**config.mk**
```make
export PLATFORM = sky130hd
export DESIGN_NAME = pt2_port
export DESIGN_NICKNAME = d
export VERILOG_FILES = /design/src/design/pt2_pkg.sv /design/src/design/pt2_port.sv
export SDC_FILE = /design/constraint.sdc
export NUM_CORES = 1
export LEC_CHECK = 0
export ABC_AREA = 1
export BUFFER_PORTS_ARGS = -buffer_cell sky130_fd_sc_hd__clkbuf_2
export CORE_AREA = 2 2 73 110
export DETAILED_ROUTE_END_ITERATION = 8
export DIE_AREA = 0 0 75 112
export PLACE_DENSITY = 0.68
export SYNTH_ARGS = -nofsm -noshare
export SYNTH_HDL_FRONTEND = slang
export SYNTH_SLANG_ARGS = --single-unit
```
**constraint.sdc**
```tcl
create_clock -name core_clk -period 2.5 [get_ports core_clk]
set_clock_uncertainty 0.2 [all_clocks]
set_input_delay 0.25 -clock core_clk [delete_from_list [all_inputs] [get_ports core_clk]]
set_output_delay 0.25 -clock core_clk [all_outputs]
set_load 0.01 [all_outputs]
```
**src/design/pt2_pkg.sv**
```systemverilog
// constants for the port two latch, input mode and match block
package pt2_pkg;
   localparam int PT2_PINS = 7;
   localparam logic [7:0] PT2_PAGE_CFG = 8'h20;
   localparam logic [7:0] PT2_ADDR_LATCH = 8'hA0;
   localparam logic [7:0] PT2_ADDR_INMODE = 8'hF3;
   localparam logic [7:0] PT2_ADDR_MATCH = 8'hFB;
   localparam logic [7:0] PT2_ADDR_MASK = 8'hFC;
   localparam logic [7:0] PT2_ADDR_OUTMODE = 8'hA6;
   localparam logic [7:0] PT2_RST_LATCH = 8'h7F;
   localparam logic [7:0] PT2_RST_INMODE = 8'hFF;
   localparam logic [7:0] PT2_RST_MATCH = 8'hFF;
   localparam logic [7:0] PT2_RST_MASK = 8'h00;
   localparam logic [7:0] PT2_RST_OUTMODE = 8'h00;
   localparam int PT2_FIXED_BIT = 7;
endpackage

```
**src/design/pt2_port.sv**
```systemverilog
// port two pin latch, input mode, match and mismatch compare
// Functional notes
// - each match bit is the level its pin is compared against, 0 low, 1 high.
// - the seven match bits reset to 1.
// - writing the pin latch sets the output level of digital pins.
// - reading the pin latch returns the sampled pin levels, not the latch.
// - latch 0 drives low, latch 1 drives high or releases when open-drain.
// - an input mode bit of 0 selects analog use and 1 digital use.
// - the seven input mode bits reset to 1.
// - the pin latch sits at 0xA0 on every page, with bit and byte access.
// - the match register sits at 0xFB on page 0x20 only.
// - the input mode register sits at 0xF3 on page 0x20 only.
// - only pins with mask bit 1 can cause a mismatch.
// - output mode 0 is open-drain and 1 is push-pull.
`timescale 1ns/100ps
`default_nettype none
module pt2_port
   import pt2_pkg::*;
(
   input wire logic core_clk,
   input wire logic reset,
   input wire logic [7:0] sfr_page,
   input wire logic [7:0] sfr_addr,
   input wire logic sfr_wr,
   input wire logic sfr_rd,
   input wire logic [7:0] sfr_wdata,
   input wire logic sfr_bit_wr,
   input wire logic [2:0] sfr_bit_sel,
   input wire logic sfr_bit_val,
   output logic [7:0] sfr_rdata,
   output logic sfr_sel,
   input wire logic [PT2_PINS-1:0] pad_in,
   output logic [PT2_PINS-1:0] pad_out,
   output logic [PT2_PINS-1:0] pad_oe,
   output logic [PT2_PINS-1:0] pad_pullup_en,
   output logic [PT2_PINS-1:0] pad_rx_en,
   output logic [PT2_PINS-1:0] pad_analog,
   output logic port_mismatch
);
   typedef struct packed {
      logic [PT2_PINS-1:0] latch;
      logic [PT2_PINS-1:0] inmode;
      logic [PT2_PINS-1:0] match;
      logic [PT2_PINS-1:0] mask;
      logic [PT2_PINS-1:0] outmode;
      logic [PT2_PINS-1:0] sync1;
      logic [PT2_PINS-1:0] sync2;
      logic [7:0] rdata;
      logic mismatch;
   } pt2_state_t;

   pt2_state_t state_reg;
   pt2_state_t state_next;

   logic hit_latch;
   logic hit_inmode;
   logic hit_match;
   logic hit_mask;
   logic hit_outmode;
   logic [7:0] bit_image;
   logic [PT2_PINS-1:0] rx_level;

   assign hit_latch = (sfr_addr == PT2_ADDR_LATCH);
   assign hit_inmode = (sfr_page == PT2_PAGE_CFG)
      && (sfr_addr == PT2_ADDR_INMODE);
   assign hit_match = (sfr_page == PT2_PAGE_CFG)
      && (sfr_addr == PT2_ADDR_MATCH);
   assign hit_mask = (sfr_page == PT2_PAGE_CFG)
      && (sfr_addr == PT2_ADDR_MASK);
   assign hit_outmode = (sfr_addr == PT2_ADDR_OUTMODE);
   assign sfr_sel = hit_latch | hit_inmode | hit_match | hit_mask
      | hit_outmode;
   // receiver gated off in analog mode, reads low
   assign rx_level = state_reg.sync2 & state_reg.inmode;

   always_comb begin
      state_next = state_reg;
      state_next.sync1 = pad_in;
      state_next.sync2 = state_reg.sync1;
      // bit access is read-modify-write on the pin latch only
      bit_image = {1'b0, state_reg.latch};
      bit_image[sfr_bit_sel] = sfr_bit_val;
      if (sfr_wr && hit_latch) begin
         state_next.latch = sfr_wdata[PT2_PINS-1:0];
      end else if (sfr_bit_wr && hit_latch) begin
         state_next.latch = bit_image[PT2_PINS-1:0];
      end
      if (sfr_wr && hit_inmode) begin
         state_next.inmode = sfr_wdata[PT2_PINS-1:0];
      end
      if (sfr_wr && hit_match) begin
         state_next.match = sfr_wdata[PT2_PINS-1:0];
      end
      if (sfr_wr && hit_mask) begin
         state_next.mask = sfr_wdata[PT2_PINS-1:0];
      end
      if (sfr_wr && hit_outmode) begin
         state_next.outmode = sfr_wdata[PT2_PINS-1:0];
      end
      state_next.rdata = 8'h00;
      if (sfr_rd) begin
         if (hit_latch) begin
            state_next.rdata = {PT2_RST_LATCH[PT2_FIXED_BIT],
               rx_level};
         end else if (hit_inmode) begin
            state_next.rdata = {PT2_RST_INMODE[PT2_FIXED_BIT],
               state_reg.inmode};
         end else if (hit_match) begin
            state_next.rdata = {PT2_RST_MATCH[PT2_FIXED_BIT],
               state_reg.match};
         end else if (hit_mask) begin
            state_next.rdata = {PT2_RST_MASK[PT2_FIXED_BIT],
               state_reg.mask};
         end else if (hit_outmode) begin
            state_next.rdata = {PT2_RST_OUTMODE[PT2_FIXED_BIT],
               state_reg.outmode};
         end else begin
            state_next.rdata = 8'h00;
         end
      end
      // analog pins never compare since the compare is gated by their input mode bit
      state_next.mismatch = |(state_reg.mask & state_reg.inmode
         & (rx_level ^ state_reg.match));
   end

   always_ff @(posedge core_clk or posedge reset) begin
      if (reset) begin
         state_reg.latch <= PT2_RST_LATCH[PT2_PINS-1:0];
         state_reg.inmode <= PT2_RST_INMODE[PT2_PINS-1:0];
         state_reg.match <= PT2_RST_MATCH[PT2_PINS-1:0];
         state_reg.mask <= PT2_RST_MASK[PT2_PINS-1:0];
         state_reg.outmode <= PT2_RST_OUTMODE[PT2_PINS-1:0];
         state_reg.sync1 <= '0;
         state_reg.sync2 <= '0;
         state_reg.rdata <= 8'h00;
         state_reg.mismatch <= 1'b0;
      end else begin
         state_reg <= state_next;
      end
   end

   // open-drain drives only the low level; push-pull drives both
   assign pad_out = state_reg.latch;
   assign pad_oe = state_reg.inmode
      & (~state_reg.latch | state_reg.outmode);
   assign pad_pullup_en = state_reg.inmode;
   assign pad_rx_en = state_reg.inmode;
   assign pad_analog = ~state_reg.inmode;
   assign sfr_rdata = state_reg.rdata;
   assign port_mismatch = state_reg.mismatch;
endmodule
`default_nettype wire

```
==> results by group, run 1 <==
Run status
  • Status: finished clean

Clock network
  • CTS H-tree lvls: 3
  • Clock Path Buffers: 2
  • Clock Latency Late Sink: between 0.3 and 0.4 ns
  • Clock-pin slew of the registers on the worst-case setup and hold paths: 0.05 ns
  • CTS root buf: clkbuf_16
  • CTS tree: yes
  • Total CTS buffers: 9
  • Clock sink count: 58
  • CTS Hold Bufs: 13
  • Post-CTS Setup Inserts: 0
  • Cts repair resizes: 0

Critical path
  • Req. time, crit path: 2.05 ns
  • Crit path launch type: input pin
  • Worst-path fanout max: 13
  • Crit end category: primary output
  • Critical path class: in2out
  • Crit path DAT: between 1 and 1.5 ns

Placed design
  • Final GP Congestion: a little under 0.9
  • DPL Wire Length: between 6000 and 7000 um
  • Pre-CTS WS: approximately 0.65 ns
  • Buffers added on ports: between 80 and 90

Pwr
  • P_leak: ~1.9 nW
  • Combinational Power Share: under 10%
  • PwrDens: about 570 mW/mm^2
  • Clock power frac: between 50 and 60%
  • Seq pwr share: between 40% and 50%
  • Psw: between 0.5 and 0.6 mW
  • Peak VDD IR: around 0.43 mV
  • Cell Int Power: 1.74 mW
  • Switch share: 23.0%

STA
  • Final period utilization: 74.1%
  • Worst slew pin tran: about 0.62 ns
  • FMAX: 0.540 GHz
  • Relative slew slack: 58.8%
  • Setup_tns: 0 ns
  • RSZ-0062 raised after global routing: false
  • Tmin final: around 1.9 ns
  • Setup Viol. Count Final: 0
  • Fin. Hold Viols: 0
  • Max-slew violation count: 0
  • Worst setup margin: 0.647 ns

Yosys
  • Synth Cell Area: roughly 0.0033 mm^2
  • Most used DFF post-synth: dfrtp_1
  • Synth Area in Compound Gates: between 10% and 20%
  • Xor/xnor share of the synthesized area: less than 1%
  • Yosys reg bits: 58
  • Fraction of registers with async set or reset after synthesis: 100%
  • Post-Syn Area per Cell: between 8 and 9 um^2
  • Synth Net Count: 442
  • Cells after Synth: approximately 400
  • Number of synthesized flops with an enable pin: 0
  • Largest family of logic cells by synthesized area: simple AND/OR/NAND/NOR gates
  • Post-synthesis mux area share: 0%
  • Post-synthesis sequential area ratio: between 40% and 50%
  • Simple-gate share of the synthesized area: 26.5%
  • Warnings, synthesis: 0
  • Adder-Cell Fraction of Synth Area: 0%
  • Post-synth cell types: 29

Floorplan
  • Core Region: approximately 0.0075 mm^2
  • DIE AREA: roughly 0.0084 mm^2
  • Ports: 85
  • Row count: 39
  • Die Ht: ~110 um
  • Initial core utilization: around 44%
  • Die width: ~75 um

Finish
  • Register Area: between 0.001 and 0.0015 mm^2
  • Layout fillers: ~730
  • Final #Nets: 514
  • Layout cells sized above 1: between 30 and 40%
  • Most common cell after layout, fill and taps aside: nand2_1
  • Multi-input gate area: approximately 0.0013 mm^2
  • Final core utilization: 53.4%
  • Area delta synth->final: 21.1%
  • Largest register FFs: 28
  • Antenna Cells: 0
  • Highest-count cells in the layout ignoring fill and taps: nand2_1, clkbuf_2, inv_1

Detailed routing
  • Total wire length: ~8000 um
  • Routed vias/inst: 4.96
  • Drt first-iter violations: ~120
  • DRC: 0
  • WL per Instance: approximately 14 um
  • Via count: roughly 2900
  • Initial DRT Pass Iterations: 4
  • Antenna Violating Nets Remaining: 0

GRT
  • Largest net degree at the start of global routing: 30
  • First-pass GRT wire length: 13000 um
  • Global-route congestion overflow total: 0
  • Number of global-route vias before repair: 2770
  • GRT Overall Usage: 20.5%
  • Initial antenna violation count: 0

Job
  • Max Cap Violations: 0

Hold path
  • Min-Delay Path Class: in2reg
[kinds of logic after synthesis]
group | after synthesis
AND/OR/NAND/NOR | 182
XOR/XNOR | 3
buffers and inverters | 85
flip-flops | 58
AO/OA/AOI/OAI | 74
[routing by layer]
| layer | wire, um | global-route usage [%] | vias to the layer above |
|---|---|---|---|
| met5 | 0 | 0 | - |
| met4 | 224 | 9.29 | 0 |
| met3 | 520 | 4.16 | 18 |
| met2 | 4100 | 33.8 | 98 |
| met1 | 3130 | 25.1 | 1343 |
| li1 | - | - | 1422 |
[layout make-up]
cell class | instances | share of cell area (%)
clock buffers | 12 | 6.44
clock inverters | 4 | 0.691
inverters | 46 | 4.40
multi-input cells | 259 | 33.8
flip-flops and latches | 58 | 37.1
well taps | 102 | 3.20
repair buffers | 100 | 14.4
[worst paths after layout]
| path | startpoint | endpoint | slack [ns] | cells past startpoint |
|---|---|---|---|---|
| max reg2reg | pad_pullup_en[6] | sfr_rdata[6] | 1.06 | 6 |
| max | sfr_page[3] | sfr_sel | 0.65 | 10 |
| min in group asynchronous | reset | state_next[10] | 0.33 | 3 |
| min | sfr_wdata[2] | pad_pullup_en[2] | 0.03 | 3 |
| min reg2reg | state_next[10] | state_reg[10] | 0.15 | 0 |
| max in group asynchronous | reset | state_reg[40] | 1.06 | 4 |
[power groups by stage]
stage	Combinational, mW	Clock [mW]	Sequential (mW)
floorplan	0.0738	0	0.982
global placement	0.130	0	0.986
detailed placement	0.134	0	0.987
CTS	0.150	1.15	0.972
global route	0.166	1.20	0.973
finish	0.148	1.14	0.972
[synth_stat cells, drive strengths merged (5+ instances only)]
cell type / count / area share [%]
inv: 46 / 5.3
buf: 38 / 8.7
nor2: 36 / 5.6
a21oi: 17 / 2.6
nor3: 8 / 1.4
o211ai: 5 / 1.9
nand2: 100 / 12
nand3: 28 / 4.4
dfstp: 21 / 17
dfrtp: 37 / 28
o21ai: 50 / 8.7
nand4: 9 / 2.2
[worst max-delay path, cell delays in order]
cell	delay [ns]
clkbuf_2	0.09
nor2_1	0.12
nand2_1	0.15
nor2_4	0.15
buf_4	0.22
nand2_4	0.11
inv_2	0.08
nor2_1	0.05
nand2_1	0.07
clkbuf_2	0.13
[per-stage QoR]
stage	cell area, um^2	total power [mW]	cells	hold slack, ns
2_1_floorplan	3290	1.06	402	0.0814
3_3_place_gp	3570	1.12	552	0.131
3_5_place_dp	3570	1.12	552	0.136
4_1_cts	3990	2.28	581	0.0364
5_1_grt	3990	2.34	581	0.0531
6_report	3990	2.26	581	0.0328
No activity file was read; power rests on OpenSTA's default activity.
==> run 2: changes to the inputs <==
Settings changed: PLACE_DENSITY 0.68 to 0.71.
Clock period 2.5 ns to 1.6 ns, I/O delays scaled along.
==> run 2 against run 1 <==
Net effect: combinational power up 74%; first-iteration DRC count up 39%; critical path depth down 7; register-to-register slack worse by 0.89 ns; critical path type is now reg2out; highest routed layer unchanged.
==> results by group, run 2 (synthesis gave the netlist of run 1 again) <==
Critical path
  • Crit path launch type: flip-flop
  • RR Endpoint: port_mismatch
  • R2R depth: 7
  • R2R setup slack: roughly 0.17 ns
  • Reg2reg start: pad_pullup_en[4]
  • Crit end category: primary output
  • Req. time, crit path: ~1.2 ns
  • Worst-path fanout max: 5
  • Critical path class: reg2out
  • Crit path DAT: 1.23 ns

Clock network
  • Clock sink count: 58
  • Clock Latency Late Sink: about 0.33 ns
  • CTS root buf: clkbuf_16
  • CTS tree: yes
  • Total CTS buffers: 9
  • Clock-pin slew of the registers on the worst-case setup and hold paths: roughly 0.050 ns
  • Clock Path Buffers: 2
  • CTS H-tree lvls: 3

Placed design
  • Final GP Congestion: between 0.8 and 0.9
  • Buffers added on ports: just over 80
  • DPL Wire Length: 6350 um
  • Placed Cells: about 570

Finish
  • Largest register FFs: 28
  • Layout cells sized above 1: 39.7%
  • Register Area: 0.00148 mm^2
  • Multi-input gate area: approximately 0.0014 mm^2
  • Layout fillers: about 690
  • Area delta synth->final: 31.7%
  • Final #Nets: 544
  • Antenna Cells: 0
  • Final Non-Filler Cells: just over 600
  • Final core utilization: 58.1%
  • Highest-count cells in the layout ignoring fill and taps: nand2_1, clkbuf_2, dfrtp_1
  • Most common cell after layout, fill and taps aside: nand2_1

Floorplan
  • Die width: between 70 and 80 um
  • Initial core utilization: around 44%
  • Die Ht: 112 um
  • Ports: between 80 and 90
  • DIE AREA: ~0.0084 mm^2
  • Row count: 39
  • Core Region: between 0.007 and 0.008 mm^2

Pwr
  • Total power: 3.76 mW
  • Peak VDD IR: roughly 0.54 mV
  • PwrDens: just under 900 mW/mm^2
  • P_leak: 2.14 nW

Hold path
  • Hold path start: sfr_bit_sel[0]
  • Hold depth: 5
  • WHS Endpoint: pad_out[1]
  • Min-Delay Path Class: in2reg

Detailed routing
  • Initial DRT Pass Iterations: 5
  • Routed vias/inst: 4.89
  • Drt first-iter violations: between 150 and 200
  • Via count: ~3000
  • Total wire length: between 8000 and 9000 um
  • DRC: 0
  • WL per Instance: around 14 um
  • Antenna Violating Nets Remaining: 0

GRT
  • First-pass GRT wire length: roughly 13000 um
  • Number of global-route vias before repair: 2936
  • Initial antenna violation count: 0
  • GRT Overall Usage: approximately 21%
  • Largest net degree at the start of global routing: 20
  • Global-route congestion overflow total: 0

STA
  • Setup_tns: 0 ns
  • Setup Viol. Count Final: 0
  • Relative slew slack: between 60% and 70%
  • Tmin final: roughly 1.6 ns
  • Final period utilization: a little under 100%
  • Worst slew pin tran: approximately 0.60 ns
  • RSZ-0062 raised after global routing: true
  • Max-slew violation count: 0
  • FMAX: between 0.6 and 0.7 GHz
  • Fin. Hold Viols: 0

Job
  • Max Cap Violations: 0

Run status
  • Status: finished clean
run 2: layout make-up:
class | instances | area share [%]
clock inverter | 1 | 0.693
multi-input combinational | 259 | 31.6
inverter | 46 | 4.13
clock buffer | 15 | 6.64
tap | 102 | 2.94
timing repair buffer | 130 | 19.9
sequential | 58 | 34.1
run 2: through the flow:
| stage | hold slack (ns) | setup WS [ns] | area (um^2) |
|---|---|---|---|
| floorplan | -0.00857 | 0.206 | 3290 |
| global placement | -0.0283 | -0.00881 | 3740 |
| detailed placement | -0.0281 | -0.0483 | 3740 |
| CTS | 0.00224 | -0.0315 | 4290 |
| global route | 0.0336 | -0.0169 | 4330 |
| finish | 0.00585 | 0.0100 | 4330 |
run 2: worst max-delay path by stage:
stage / from / endpoint / slack [ns] / cells past startpoint
after floorplan: sfr_page[3] / sfr_rdata[0] / 0.21 / 9
after global placement: sfr_page[3] / sfr_rdata[6] / -0.009 / 10
after detailed placement: sfr_page[3] / sfr_rdata[2] / -0.05 / 10
after CTS: pad_pullup_en[3] / pad_oe[3] / -0.03 / 3
after global routing: pad_pullup_en[3] / pad_oe[3] / -0.02 / 3
final: pad_pullup_en[3] / pad_oe[3] / 0.01 / 3
run 2: repair_timing:
action                                 4_1_cts  5_1_grt
setup endpoints to repair                    7        7
hold buffers                                17        0
pin swaps                                    0        1
endpoints found under the hold margin       83        0
gates resized for setup                      4       15
buffers inserted                             6        4
run 2: worst max-delay path, cell delays in order, from the launching register on:
cell,delay (ns)
dfstp_2,0.56
inv_2,0.06
a21oi_2,0.13
buf_2,0.15
run 2: metal layers:
layer	track usage, %	vias up	routed length [um]
met5	0	-	0
met4	10.1	0	211
met3	4.43	11	447
met2	37.2	105	4510
met1	24.1	1382	3240
li1	-	1488	-
run 2: power breakdown:
group,internal [mW],switching (mW),total [mW]
combinational,0.109,0.149,0.258
sequential,1.50,0.0186,1.52
clock,1.37,0.606,1.98
total,2.98,0.774,3.76
==> run 3: changes to the inputs <==
Settings changed: SETUP_SLACK_MARGIN from default to 0.15.
==> run 3 against run 2 <==
Net effect: via count increased by 3.9%; non-clock buffer count increased by 16; register-to-register slack about the same; largest cell class unchanged; critical endpoint unchanged; sequential cell count unchanged; core utilization increased by 4.4 points; largest power group unchanged; final cell count increased by 2.6%.
==> results by group, run 3 (synthesis gave the netlist of run 1 again) <==
GRT
  • Met1 usage: around a quarter
  • Met3 Resource Use GR: under 10%
  • Initial antenna violation count: 0
  • M2 GR Usage: approximately two fifths
  • Global-route congestion overflow total: 0
  • Number of global-route vias before repair: 3044
  • Busiest grt layer: met2
  • Largest net degree at the start of global routing: 20
  • GRT Overall Usage: between 20% and 30%
  • First-pass GRT wire length: between 10000 and 15000 um

Detailed routing
  • DRC: 0
  • Routed vias/inst: between 4 and 5
  • Drt first-iter violations: 204
  • Total wire length: roughly 9000 um
  • Antenna Violating Nets Remaining: 0
  • Initial DRT Pass Iterations: 4
  • Via count: 3101
  • WL per Instance: 14.2 um

Floorplan
  • Initial core utilization: 44.1%
  • Die width: approximately 75 um
  • Ports: between 80 and 90
  • DIE AREA: about 0.0084 mm^2
  • Core Region: around 0.0075 mm^2
  • Row count: 39
  • Die Ht: around 110 um

Finish
  • Antenna Cells: 0
  • Final core utilization: between 60 and 70%
  • Highest-count cells in the layout ignoring fill and taps: nand2_1, clkbuf_2, dfrtp_1
  • Largest register FFs: 28
  • Final #Nets: 560
  • Most common cell after layout, fill and taps aside: nand2_1
  • Area delta synth->final: 41.7%
  • Final Non-Filler Cells: 627
  • Layout cells sized above 1: roughly 45%

Clock network
  • Clock Latency Late Sink: approximately 0.33 ns
  • Clock Path Buffers: 2
  • Clock sink count: 58
  • CTS tree: yes
  • CTS H-tree lvls: 3
  • Total CTS buffers: 9
  • CTS root buf: clkbuf_16
  • Clock-pin slew of the registers on the worst-case setup and hold paths: 0.05 ns

Placed design
  • Final GP Congestion: approximately 0.88
  • Placed Cells: 568
  • DPL Wire Length: between 6000 and 7000 um
  • Buffers added on ports: 83
  • Pre-CTS WS: -0.0483 ns

STA
  • Fin. Hold Viols: 0
  • Worst setup margin: between 0.03 and 0.04 ns
  • FMAX: roughly 0.64 GHz
  • Worst hold margin: about 0.0062 ns
  • Tmin final: ~1.6 ns
  • Relative slew slack: around 60%
  • Max-slew violation count: 0
  • RSZ-0062 raised after global routing: true
  • Setup Viol. Count Final: 0
  • Worst slew pin tran: between 0.6 and 0.7 ns
  • Final period utilization: 97.6%

Pwr
  • Clock power frac: 52.2%
  • Seq pwr share: 40.0%
  • Cell Int Power: ~3.0 mW
  • PwrDens: 814 mW/mm^2
  • Total power: about 3.8 mW
  • Peak VDD IR: around 0.54 mV
  • Combinational Power Share: roughly 7.8%
  • Psw: approximately 0.79 mW
  • P_leak: 2.28 nW
  • Switch share: about a fifth

Critical path
  • Max incr delay on CP: ~0.54 ns
  • Critical Path Source: pad_pullup_en[3]
  • Crit path DAT: about 1.2 ns
  • Req. time, crit path: about 1.2 ns
  • Crit end category: primary output
  • Reg2reg start: pad_pullup_en[4]
  • CP max stage cell: dfstp_2
  • CP cell instances: inv_2 > a21oi_2 > buf_2
  • Crit path launch type: flip-flop
  • Worst-path fanout max: 2
  • Critical path class: reg2out

Job
  • Max Cap Violations: 0

Hold path
  • Min-Delay Path Class: in2reg
  • Hold path start: sfr_bit_sel[0]

Run status
  • Status: finished clean
==> run 3: changes by cell type in the layout (fill, tap and decap cells not counted), sizes merged <==
cell,delta
buf,+39
clkbuf,-23
==> run 3: power groups by stage <==
stage          registers (mW)  logic [mW]  clock network, mW
2_1_floorplan            1.53       0.116                  0
3_3_place_gp             1.54       0.218                  0
3_5_place_dp             1.54       0.225                  0
4_1_cts                  1.52       0.269               2.01
5_1_grt                  1.52       0.325               2.07
6_report                 1.52       0.295               1.98
==> run 3: cell type report <==
cell class	count	area [um^2]
clock buffer	15	288
clock inverter	1	30.0
fill	637	2800
inverter	46	181
multi-input combinational	259	1420
sequential	58	1480
tap	102	128
timing repair buffer	146	1130
==> run 3: per-stage QoR <==
step / area [um^2] / TNS (ns)
2_1_floorplan: 3290 / 0
3_3_place_gp: 3740 / -0.0117
3_5_place_dp: 3740 / -0.152
4_1_cts: 4410 / 0
5_1_grt: 4660 / 0
6_report: 4660 / 0
==> run 3: worst max-delay path: cells and delay by family, from the launching register on <==
family                 cells  cell delay [ns]
buffers and inverters      2             0.20
DFF                        1             0.54
AOI/OAI and AO/OA          1             0.13
==> run 3: path summary, 6_finish.rpt <==
| kind | endpoint | slack, ns | cells after the start |
|---|---|---|---|
| hold reg to reg | state_reg[15] | 0.14 | 0 |
| max in group asynchronous | state_reg[38] | 0.48 | 4 |
| setup / recovery | pad_oe[3] | 0.04 | 3 |
| setup reg to reg | port_mismatch | 0.17 | 7 |
| min in group asynchronous | state_next[13] | 0.18 | 3 |
| hold / removal | pad_out[1] | 0.006 | 5 |
==> run 3: per-layer routing <==
layer	vias up	wire, um
met2	118	4840
met5	-	0
met1	1452	3390
li1	1517	-
met3	14	437
met4	0	254
==> run 3: repair_timing <==
item,CTS,global route
resized for setup,20,72
setup buffers,18,8
endpoints found under the hold margin,83,0
cloned,0,0
pin swaps,7,21
hold buffers,17,0
setup endpoints to repair,15,28
